==> config.mk <==
export PLATFORM = sky130hd
export DESIGN_NAME = flash_control_regs
export DESIGN_NICKNAME = d
export VERILOG_FILES = /design/src/flash_control_pkg.sv /design/src/flash_control_regs.sv
export SDC_FILE = /design/constraint.sdc
export NUM_CORES = 1
export LEC_CHECK = 0
export BUFFER_PORTS_ARGS = -buffer_cell sky130_fd_sc_hd__buf_2
export CAP_MARGIN = 15
export CORE_ASPECT_RATIO = 0.7
export CORE_MARGIN = 4
export CORE_UTILIZATION = 50
export DETAILED_ROUTE_END_ITERATION = 7
export GPL_TIMING_DRIVEN = 0
export PLACE_DENSITY = 0.85
export SYNTH_ARGS = -nofsm -noshare
export SYNTH_HDL_FRONTEND = slang
export SYNTH_SLANG_ARGS = --single-unit
==> constraint.sdc <==
create_clock -name mclk_i -period 3.85 [get_ports mclk_i]
set_input_delay 0.385 -clock mclk_i [delete_from_list [all_inputs] [get_ports mclk_i]]
set_output_delay 0.385 -clock mclk_i [all_outputs]
set_load 0.03 [all_outputs]
==> src/flash_control_pkg.sv <==
// package: register map, control fields and reset values of the flash controller
package flash_control_pkg;
  // register byte offsets
  localparam logic [11:0] OFF_FLASH_CONTROL = 12'h000;
  localparam logic [11:0] OFF_PROGRAM_TIME = 12'h008;
  localparam logic [11:0] OFF_BRIDGE_WAIT_STATES = 12'h010;
  localparam logic [11:0] OFF_PROGRAM_CLOCK_DIVIDER = 12'h01c;
  localparam logic [11:0] OFF_SELFTEST_START_ADDRESS = 12'h020;
  localparam logic [11:0] OFF_SELFTEST_STOP_ADDRESS = 12'h024;
  localparam logic [11:0] OFF_SIGNATURE_WORD_0 = 12'h02c;
  localparam logic [11:0] OFF_SIGNATURE_WORD_1 = 12'h030;
  localparam logic [11:0] OFF_SIGNATURE_WORD_2 = 12'h034;
  localparam logic [11:0] OFF_SIGNATURE_WORD_3 = 12'h038;
  localparam logic [11:0] OFF_IRQ_ENABLE_CLEAR = 12'hfd8;
  localparam logic [11:0] OFF_IRQ_ENABLE_SET = 12'hfdc;
  localparam logic [11:0] OFF_IRQ_PENDING = 12'hfe0;
  localparam logic [11:0] OFF_IRQ_MASK = 12'hfe4;
  localparam logic [11:0] OFF_IRQ_PENDING_CLEAR = 12'hfe8;
  localparam logic [11:0] OFF_IRQ_PENDING_SET = 12'hfec;
  // flash_control field positions
  localparam int BIT_LOAD_REQUEST = 15;
  localparam int BIT_BUFFER_CLEAR = 14;
  localparam int BIT_BUFFER_BYPASS = 13;
  localparam int BIT_PROGRAM_REQUEST = 12;
  localparam int BIT_SECTOR_LATCH_READ = 11;
  localparam int BIT_LATCH_PRESET = 10;
  localparam int BIT_POWER_DOWN = 9;
  localparam int BIT_WRITE_PROTECT = 7;
  localparam int BIT_PROTECTION_SECTOR_SELECT = 6;
  localparam int BIT_DATA_LATCH_READ = 5;
  localparam int BIT_ASYNC_READ_SELECT = 4;
  localparam int BIT_WRITE_ENABLE_N = 2;
  localparam int BIT_PROGRAM_NOT_ERASE = 1;
  localparam int BIT_CHIP_SELECT = 0;
  // writable bits of flash_control (31..16, 8, 3 reserved; 15 self-clears)
  localparam logic [15:0] FLASH_CONTROL_WMASK = 16'h7ef7;
  // reset values
  localparam logic [15:0] RST_FLASH_CONTROL = 16'h0005;
  localparam logic [15:0] RST_PROGRAM_TIME = 16'h0000;
  localparam logic [15:0] RST_BRIDGE_WAIT_STATES = 16'hc004;
  localparam logic [11:0] RST_PROGRAM_CLOCK_DIVIDER = 12'h000;
  localparam logic [16:0] RST_SELFTEST_ADDRESS = 17'h00000;
  localparam logic [31:0] RST_IRQ = 32'h00000000;
  // writable bits of bridge_wait_states
  localparam logic [15:0] WAIT_STATES_WMASK = 16'hc0ff;
  // read modes steering the array side
  typedef enum logic [1:0] {
    SRC_ARRAY,
    SRC_DATA_LATCH,
    SRC_SECTOR_LATCH,
    SRC_PROTECTION_SECTOR
  } read_source_type;
endpackage : flash_control_pkg

==> src/flash_control_regs.sv <==
// flash controller register file and flash-side control strobes
//
// Function
// - protection sector is never erased
// - data latch read bypasses buffer, full waits
// - data latch read in both timing modes
// - protection sector read bypasses buffer, full waits
// - bit 6 selects protection sector reads
// - bit 5 selects data latch reads
// - bit 15 loads flash, self-clears, reads 0
// - bit 14 sets whole read transfer register
// - bit 13 makes flash reads unbuffered
// - bit 12 requests programming
// - bit 11 selects sector latch reads
// - bit 10 presets data latches to ones
// - bit 9 powers flash down
// - bit 7 one permits program and erase
// - bit 4 selects asynchronous read timing
// - bit 2 active-low program/erase enable
// - bit 1 program when set, else erase
// - reserved control bits read zero
// - interrupt status set and clear registers
// - signature readable as four words from 02c
// - buffers invalidated on init, config, special reads
// - protection sector overlaps array address space
//
// The Avalon-MM slave port was decided locally.
`timescale 1ns/1ps
`default_nettype none
module flash_control_regs
  import flash_control_pkg::*;
(
  input wire logic mclk_i, // system clock, 25 MHz
  input wire logic rst_b_i, // synchronous reset, active low
  // avalon-mm slave
  input wire logic [11:0] avs_address_i, // byte address
  input wire logic avs_read_i, // read strobe
  input wire logic avs_write_i, // write strobe
  input wire logic [31:0] avs_writedata_i, // write data
  input wire logic [3:0] avs_byteenable_i, // byte lanes
  output logic [31:0] avs_readdata_o, // read data
  output logic avs_waitrequest_o, // stall
  output logic [1:0] avs_response_o, // 00 okay, 10 slave error
  // flash array side
  input wire logic [127:0] signature_i, // self-test signature
  input wire logic last_load_word_i, // last load-register word written
  output logic [1:0] read_source_o, // read_source_type encoding
  output logic buffer_bypass_o, // reads unbuffered
  output logic async_read_o, // asynchronous read timing
  output logic [7:0] wait_state_count_o, // wait states per beat
  output logic buffer_invalidate_o, // drop both buffer lines
  output logic transfer_reg_set_o, // set whole read transfer register
  output logic latch_preset_o, // preset data latches to ones
  output logic program_request_o, // programming requested
  output logic load_strobe_o, // write loaded data to flash
  output logic erase_strobe_o, // erase request (never protection sector)
  output logic power_down_o, // flash in power down
  output logic chip_select_o, // flash active
  output logic program_erase_allowed_o, // protect and enable both permit
  output logic [15:0] program_time_o, // program timer field
  output logic [11:0] program_clock_divider_o, // program clock divider
  output logic [16:0] selftest_start_o, // self-test start word
  output logic [16:0] selftest_stop_o // self-test stop word
);

  //////////////////////////////////////////////////////////////////////////
  // storage
  logic [15:0] flash_control; // control bits, bit 15 always stored 0
  logic [15:0] program_time; // program timer register
  logic [15:0] bridge_wait_states; // wait states and buffer options
  logic [11:0] program_clock_divider; // divider setting
  logic [16:0] selftest_start_address; // self-test start
  logic [16:0] selftest_stop_address; // self-test stop
  logic [31:0] irq_pending; // sticky interrupt status
  logic [31:0] irq_mask; // interrupt enables
  logic ack; // one-cycle answer phase
  logic [31:0] rdata; // registered read data
  logic [1:0] resp; // registered response
  logic init_pending; // invalidate after reset
  logic load_pipe; // load pulse stage, one cycle behind the request

  //////////////////////////////////////////////////////////////////////////
  // bus decode
  wire req = (avs_read_i | avs_write_i) & ~ack; // new request
  wire wr = avs_write_i & ~ack; // write accepted now
  wire [31:0] bmask = {{8{avs_byteenable_i[3]}}, {8{avs_byteenable_i[2]}},
                       {8{avs_byteenable_i[1]}}, {8{avs_byteenable_i[0]}}};
  wire [31:0] wdata = avs_writedata_i & bmask; // enabled data only
  wire sel_ctl = avs_address_i == OFF_FLASH_CONTROL;
  wire sel_ptr = avs_address_i == OFF_PROGRAM_TIME;
  wire sel_wst = avs_address_i == OFF_BRIDGE_WAIT_STATES;
  wire sel_div = avs_address_i == OFF_PROGRAM_CLOCK_DIVIDER;
  wire sel_sta = avs_address_i == OFF_SELFTEST_START_ADDRESS;
  wire sel_sto = avs_address_i == OFF_SELFTEST_STOP_ADDRESS;
  wire sel_sw0 = avs_address_i == OFF_SIGNATURE_WORD_0;
  wire sel_sw1 = avs_address_i == OFF_SIGNATURE_WORD_1;
  wire sel_sw2 = avs_address_i == OFF_SIGNATURE_WORD_2;
  wire sel_sw3 = avs_address_i == OFF_SIGNATURE_WORD_3;
  wire sel_iec = avs_address_i == OFF_IRQ_ENABLE_CLEAR;
  wire sel_ies = avs_address_i == OFF_IRQ_ENABLE_SET;
  wire sel_ipd = avs_address_i == OFF_IRQ_PENDING;
  wire sel_imk = avs_address_i == OFF_IRQ_MASK;
  wire sel_ipc = avs_address_i == OFF_IRQ_PENDING_CLEAR;
  wire sel_ips = avs_address_i == OFF_IRQ_PENDING_SET;
  wire sel_cfg = sel_ctl | sel_ptr | sel_wst | sel_div | sel_sta | sel_sto;
  wire sel_rd = sel_cfg | sel_sw0 | sel_sw1 | sel_sw2 | sel_sw3 | sel_ipd
                | sel_imk;
  wire sel_wr = sel_cfg | sel_iec | sel_ies | sel_ipc | sel_ips;
  wire bad = avs_read_i ? ~sel_rd : ~sel_wr; // unmapped or wrong direction
  wire ctl_wr = wr & sel_ctl; // control register write
  // merge of a byte-masked write into the control bits
  wire [15:0] ctl_merge = (flash_control & ~bmask[15:0]) | wdata[15:0];
  // load request bit written as one, in any mode; program mode gates only the strobe
  wire load_bit = ctl_wr & wdata[BIT_LOAD_REQUEST];

  //////////////////////////////////////////////////////////////////////////
  // read multiplexer
  wire [31:0] next_rdata =
      sel_ctl ? {16'h0000, flash_control} :
      sel_ptr ? {16'h0000, program_time} :
      sel_wst ? {16'h0000, bridge_wait_states} :
      sel_div ? {20'h00000, program_clock_divider} :
      sel_sta ? {15'h0000, selftest_start_address} :
      sel_sto ? {15'h0000, selftest_stop_address} :
      sel_sw0 ? signature_i[31:0] :
      sel_sw1 ? signature_i[63:32] :
      sel_sw2 ? signature_i[95:64] :
      sel_sw3 ? signature_i[127:96] :
      sel_ipd ? irq_pending :
      sel_imk ? irq_mask : 32'h00000000;

  //////////////////////////////////////////////////////////////////////////
  // handshake: waitrequest drops in the cycle after the request
  always_ff @(posedge mclk_i)
  begin
    if (!rst_b_i)
    begin
      ack <= 1'b0;
      rdata <= 32'h00000000;
      resp <= 2'h0;
    end
    else
    begin
      ack <= req;
      if (req)
      begin
        rdata <= avs_read_i ? next_rdata : 32'h00000000;
        resp <= bad ? 2'h2 : 2'h0;
      end
    end
  end

  assign avs_waitrequest_o = (avs_read_i | avs_write_i) & ~ack;
  assign avs_readdata_o = rdata;
  assign avs_response_o = resp;

  //////////////////////////////////////////////////////////////////////////
  // control register
  always_ff @(posedge mclk_i)
  begin
    if (!rst_b_i)
      flash_control <= RST_FLASH_CONTROL;
    else if (ctl_wr)
      flash_control <= ctl_merge & FLASH_CONTROL_WMASK;
  end

  //////////////////////////////////////////////////////////////////////////
  // configuration registers
  always_ff @(posedge mclk_i)
  begin
    if (!rst_b_i)
    begin
      program_time <= RST_PROGRAM_TIME;
      bridge_wait_states <= RST_BRIDGE_WAIT_STATES;
      program_clock_divider <= RST_PROGRAM_CLOCK_DIVIDER;
      selftest_start_address <= RST_SELFTEST_ADDRESS;
      selftest_stop_address <= RST_SELFTEST_ADDRESS;
    end
    else if (wr)
    begin
      if (sel_ptr)
        program_time <= (program_time & ~bmask[15:0]) | wdata[15:0];
      if (sel_wst)
        bridge_wait_states <= ((bridge_wait_states & ~bmask[15:0])
                               | wdata[15:0]) & WAIT_STATES_WMASK;
      if (sel_div)
        program_clock_divider <= (program_clock_divider & ~bmask[11:0])
                                 | wdata[11:0];
      if (sel_sta)
        selftest_start_address <= (selftest_start_address & ~bmask[16:0])
                                  | wdata[16:0];
      if (sel_sto)
        selftest_stop_address <= (selftest_stop_address & ~bmask[16:0])
                                 | wdata[16:0];
    end
  end

  //////////////////////////////////////////////////////////////////////////
  // interrupt status and enable; set wins over clear
  always_ff @(posedge mclk_i)
  begin
    if (!rst_b_i)
    begin
      irq_pending <= RST_IRQ;
      irq_mask <= RST_IRQ;
    end
    else if (wr)
    begin
      if (sel_ips)
        irq_pending <= irq_pending | wdata;
      else if (sel_ipc)
        irq_pending <= irq_pending & ~wdata;
      if (sel_ies)
        irq_mask <= irq_mask | wdata;
      else if (sel_iec)
        irq_mask <= irq_mask & ~wdata;
    end
  end

  //////////////////////////////////////////////////////////////////////////
  // flash strobes
  always_ff @(posedge mclk_i)
  begin
    if (!rst_b_i)
    begin
      init_pending <= 1'b1;
      load_pipe <= 1'b0;
    end
    else
    begin
      init_pending <= 1'b0;
      // load on write or on last word
      load_pipe <= load_bit | last_load_word_i;
    end
  end

  assign program_erase_allowed_o = flash_control[BIT_WRITE_PROTECT]
                                   & ~flash_control[BIT_WRITE_ENABLE_N];
  assign load_strobe_o = load_pipe & program_erase_allowed_o
                         & flash_control[BIT_PROGRAM_NOT_ERASE];
  assign erase_strobe_o = flash_control[BIT_PROGRAM_REQUEST]
                          & ~flash_control[BIT_PROGRAM_NOT_ERASE]
                          & ~flash_control[BIT_PROTECTION_SECTOR_SELECT]
                          & program_erase_allowed_o;
  assign program_request_o = flash_control[BIT_PROGRAM_REQUEST]
                             & flash_control[BIT_PROGRAM_NOT_ERASE]
                             & program_erase_allowed_o;
  assign transfer_reg_set_o = flash_control[BIT_BUFFER_CLEAR];
  assign latch_preset_o = flash_control[BIT_LATCH_PRESET];
  assign power_down_o = flash_control[BIT_POWER_DOWN];
  assign chip_select_o = flash_control[BIT_CHIP_SELECT];
  assign async_read_o = flash_control[BIT_ASYNC_READ_SELECT];

  //////////////////////////////////////////////////////////////////////////
  // read source: protection sector overlaps array addresses
  wire special_read = flash_control[BIT_DATA_LATCH_READ]
                      | flash_control[BIT_PROTECTION_SECTOR_SELECT];
  assign read_source_o =
      flash_control[BIT_PROTECTION_SECTOR_SELECT] ? SRC_PROTECTION_SECTOR :
      flash_control[BIT_DATA_LATCH_READ] ? SRC_DATA_LATCH :
      flash_control[BIT_SECTOR_LATCH_READ] ? SRC_SECTOR_LATCH : SRC_ARRAY;
  assign buffer_bypass_o = flash_control[BIT_BUFFER_BYPASS] | special_read;
  assign wait_state_count_o = bridge_wait_states[7:0];
  assign buffer_invalidate_o = init_pending | (wr & sel_cfg) | special_read;
  assign program_time_o = program_time;
  assign program_clock_divider_o = program_clock_divider;
  assign selftest_start_o = selftest_start_address;
  assign selftest_stop_o = selftest_stop_address;

  //////////////////////////////////////////////////////////////////////////
  // assertions
  // load bit reads back zero
  AST_LOAD_READS_ZERO: assert property (@(posedge mclk_i) disable iff (!rst_b_i)
    flash_control[BIT_LOAD_REQUEST] == 1'b0)
    else $error("load request bit stored as one");
  AST_RESERVED_ZERO: assert property (@(posedge mclk_i) disable iff (!rst_b_i)
    ack && $past(avs_read_i && sel_ctl) |-> rdata[31:16] == 16'h0000
    && rdata[8] == 1'b0 && rdata[3] == 1'b0)
    else $error("reserved control bits read nonzero");
  AST_NO_ERASE_SPECIAL: assert property (@(posedge mclk_i)
    disable iff (!rst_b_i)
    flash_control[BIT_PROTECTION_SECTOR_SELECT] |-> !erase_strobe_o)
    else $error("erase while protection sector selected");
  AST_SPECIAL_BYPASS: assert property (@(posedge mclk_i) disable iff (!rst_b_i)
    special_read |-> buffer_bypass_o && buffer_invalidate_o)
    else $error("special read left buffering on");
  AST_LOAD_GATED: assert property (@(posedge mclk_i) disable iff (!rst_b_i)
    load_strobe_o |-> flash_control[BIT_WRITE_PROTECT]
    && !flash_control[BIT_WRITE_ENABLE_N])
    else $error("load while program and erase forbidden");
  // write of bit 15 loads next cycle
  AST_LOAD_FOLLOWS: assert property (@(posedge mclk_i) disable iff (!rst_b_i)
    load_bit ##1 (program_erase_allowed_o
    && flash_control[BIT_PROGRAM_NOT_ERASE]) |-> load_strobe_o)
    else $error("load request did not strobe");
  AST_SOURCE_SPECIAL: assert property (@(posedge mclk_i)
    disable iff (!rst_b_i)
    ctl_wr && wdata[BIT_PROTECTION_SECTOR_SELECT]
    && avs_byteenable_i[0] |=> read_source_o == SRC_PROTECTION_SECTOR)
    else $error("protection sector not selected");
  AST_PENDING_SET: assert property (@(posedge mclk_i) disable iff (!rst_b_i)
    wr && sel_ips |=> (irq_pending & $past(wdata)) == $past(wdata))
    else $error("pending set lost");
  AST_CFG_INVALIDATE: assert property (@(posedge mclk_i)
    disable iff (!rst_b_i)
    wr && sel_cfg |-> buffer_invalidate_o)
    else $error("config access kept buffers");
  AST_SIGNATURE_READ: assert property (@(posedge mclk_i)
    disable iff (!rst_b_i)
    req && avs_read_i && sel_sw0 |=> ack && rdata == $past(signature_i[31:0]))
    else $error("signature word 0 misread");
  COV_LOAD: cover property (@(posedge mclk_i) disable iff (!rst_b_i)
    load_strobe_o);
  COV_ERASE: cover property (@(posedge mclk_i) disable iff (!rst_b_i)
    erase_strobe_o);
  COV_LATCH_READ: cover property (@(posedge mclk_i) disable iff (!rst_b_i)
    read_source_o == SRC_DATA_LATCH);
  COV_BAD: cover property (@(posedge mclk_i) disable iff (!rst_b_i)
    ack && resp == 2'h2);

endmodule : flash_control_regs
`default_nettype wire

==> results_dict.tcl <==
set metrics [dict create \
    root_buffer "clkbuf_16" \
    cts_max_level 4 \
    cts_tree "done" \
    finalWeightedCongestion 1.07 \
    final_cell_mix "buf_2, nand2_1, dfxtp_1" \
    met3_length_um 8170 \
    worst_setup_path_end_kind "register" \
    critPathBufInv 5 \
    seq_area_frac_synth_pct 37.4 \
    worstPathCellList "buf_2 > buf_2 > buf_2 > buf_1 > buf_2 > mux2i_1 > a21oi_1 > o21ai_0 > a21oi_1" \
    worstPathArrival_ps 3470 \
    status "finished, final reports clean" \
    cts.sinks 185 \
    power_density_mw_per_mm2 346 \
    grt_pass1_vias 11100 \
    cts_made_buffers 17 \
    die_h_um 126 \
    p_seq_share_pct 45.4 \
    met2WireLength_um 19600 \
    worstMarginPinSlew_ps 1100 \
    ir_worst_vdd_mv 0.260 \
    viasPerCell 6.52 \
    grt.total_usage_pct 41.0 \
    finalHoldViolCount 0 \
    synth_seq_cells 185 \
    synth_area_per_cell_sq_um 7.59 \
    period_needed_ps 3160 \
    dr.pass1.iters 6 \
    yosys-top-cells-area "dfxtp_1, nand2_1, a21oi_1, mux2i_1, o21ai_0" \
    pwr-share-clk_pct 43.7 \
    rsz0062_at_grt "no" \
    path_common_cell "buf_2" \
    period_share_pct 82.1 \
    hold_path_class "input port to register" \
    max_cap_viol_count 0 \
    topRoutingLayerUsed "met5" \
    tns_ps 0 \
    wire_per_inst_um 25.6 \
    netlist.area_leader.share_pct 37.4 \
    post_cts_buffers 0 \
    antenna_found_initial 2 \
    nets 1783 \
    worst_path_largest_cell_delay_ps 840 \
    drc 0 \
    port_buffers 276 \
    post-place-ws_ps 255 \
    power.internal_mw 2.99 \
    cts_hold_buf 0 \
    synthFlopType "dfxtp_1" \
    critPathMaxFanout 10 \
    cpLargestDelayFamily "buffers and inverters" \
    path_class "input port to register" \
    netlist_area_sq_mm 0.00990 \
    finalSetupViolations 0 \
    drtAntennaViolNets 0 \
    crit_path_top_delay_cell "buf_1" \
    worst_clock_skew_ps 10.3 \
    routed-via-count 12300 \
    power_mw 4.23 \
    cp_data_required_time_ps 4160 \
    clkLatencyLatePin_ps 450 \
    clockBufferDepth 2 \
    slew_headroom_pct 26.4 \
    switchingPower_mw 1.24 \
    fp.dieW_um 176 \
    layout_commonest_cell "buf_2" \
    grt_pass1_wl_um 69000 \
    wl_met1_um 19000 \
    dp_hpwl_um 37000 \
    synth_enable_flop_cells 0 \
    ys_types 65 \
    die_area_sq_mm 0.0222 \
    synth_warnings 0 \
    leakage_nw 4.79 \
    placed_cells 1846 \
    seq_area_sq_mm 0.00370 \
    swShare_pct 29.4 \
    routed_wirelength_um 48100 \
    area_growth_pct 23.6 \
    synthCells 1304 \
    coreArea_sq_mm 0.0192 \
    pin_count 299 \
    final-max-slew-violation-count 0 \
    cp-start-kind "input port" \
    drt-initial-drc-count 2360 \
    async_reset_ff_share_pct 0 \
    overflow 0 \
    grt_max_degree 20 \
    max_freq_ghz 0.316 \
    path_clk_slew_ps 80 \
    post_route_cells_drive_above_1_share_pct 22.8 \
    multiInputGateArea_sq_mm 0.00563 \
    fin_ws_ps 690 \
    comb_power_share_pct 11.0 \
    initial_core_util_pct 51.6 \
    fin_cells 1880 \
    cts_resized 0 \
    yosysTopAreaCell "dfxtp_1" \
    synth_fp_nets 1485 \
    rows 42 \
    fillers 1751 \
]
worst paths after layout:
check | start | to | slack (ps) | cells past startpoint
worst max-delay path | avs_address_i[2] | avs_readdata_o[10]$_SDFFE_PN0P_ | 690 | 9
worst min-delay path | last_load_word_i | load_pipe$_SDFF_PN0_ | 160 | 2
worst max register to register | ack$_SDFF_PN0_ | avs_readdata_o[15]$_SDFFE_PN0P_ | 790 | 7
worst min register to register | register | register | 450 | 2
Yosys cell counts (3+ instances only):
cell type and n:
a211oi_1 8, a21o_1 4, a21oi_1 175, a221oi_1 6, a22o_1 15, a22oi_1 17, a32o_1 5, and2_1 7
and3_1 7, and4_1 3, buf_1 5, buf_2 22, buf_4 11, clkbuf_1 80, dfxtp_1 185, inv_1 7
mux2_2 8, mux2i_1 82, nand2_1 240, nand2b_1 9, nand3_1 47, nand4_1 25, nor2_1 80, nor2b_1 11
nor3_1 14, nor3_2 3, nor3_4 3, nor4_1 4, o211ai_1 5, o21a_1 5, o21ai_0 106, o21bai_1 3
o221ai_1 12, o22ai_1 25, o32ai_1 3, or2_2 5, or3_1 23
worst register-to-register path: cells and delay by family, from the launching register on:
kind                   cells  cell delay [ps]
flip-flops                 1              500
AND/OR/NAND/NOR            3             1690
buffers and inverters      2              450
AO/OA/AOI/OAI              2              340
power groups by stage:
stage	combinational (mW)	sequential, mW	clock (mW)
floorplan	0.212	1.97	0
global placement	0.433	1.97	0
detailed placement	0.434	1.97	0
CTS	0.437	1.92	1.83
global route	0.477	1.92	1.91
finish	0.464	1.92	1.85
stage by stage:
| step | hold WS, ps | instance area, sq um | util [%] |
|---|---|---|---|
| 6_report | 163 | 12200 | 63.8 |
| 5_1_grt | 165 | 12200 | 63.8 |
| 4_1_cts | 154 | 12200 | 63.7 |
| 3_5_place_dp | 444 | 11600 | 60.6 |
| 3_3_place_gp | 436 | 11600 | 60.5 |
| 2_1_floorplan | 427 | 9900 | - |
layout make-up:
class | instances | share of cell area, %
Multi-Input combinational cell | 991 | 46.0
Antenna cell | 1 | 0.0205
Inverter | 8 | 0.245
Timing Repair Buffer | 279 | 11.5
Tap cell | 264 | 2.70
Sequential cell | 185 | 30.3
Clock buffer | 17 | 3.48
Buffer | 120 | 4.37
Clock inverter | 15 | 1.43
metal layers:
| layer | up-vias | track usage, % |
|---|---|---|
| li1 | 5291 | - |
| met1 | 5795 | 57.7 |
| met2 | 1050 | 57.5 |
| met3 | 122 | 17.2 |
| met4 | 2 | 11.5 |
| met5 | - | 0 |
cell families (layout without fill, tap and decap cells):
kind of cell,Yosys count,count (layout),synth area share [%]
DFF,185,185,37.4
and+or+nand+nor,490,490,23.1
AOI/OAI and AO/OA,410,410,24.6
buffers and inverters,128,439,5.70
other,1,2,0.0379
muxes,90,90,9.20
Note: power is estimated with default switching activity, not from simulation.
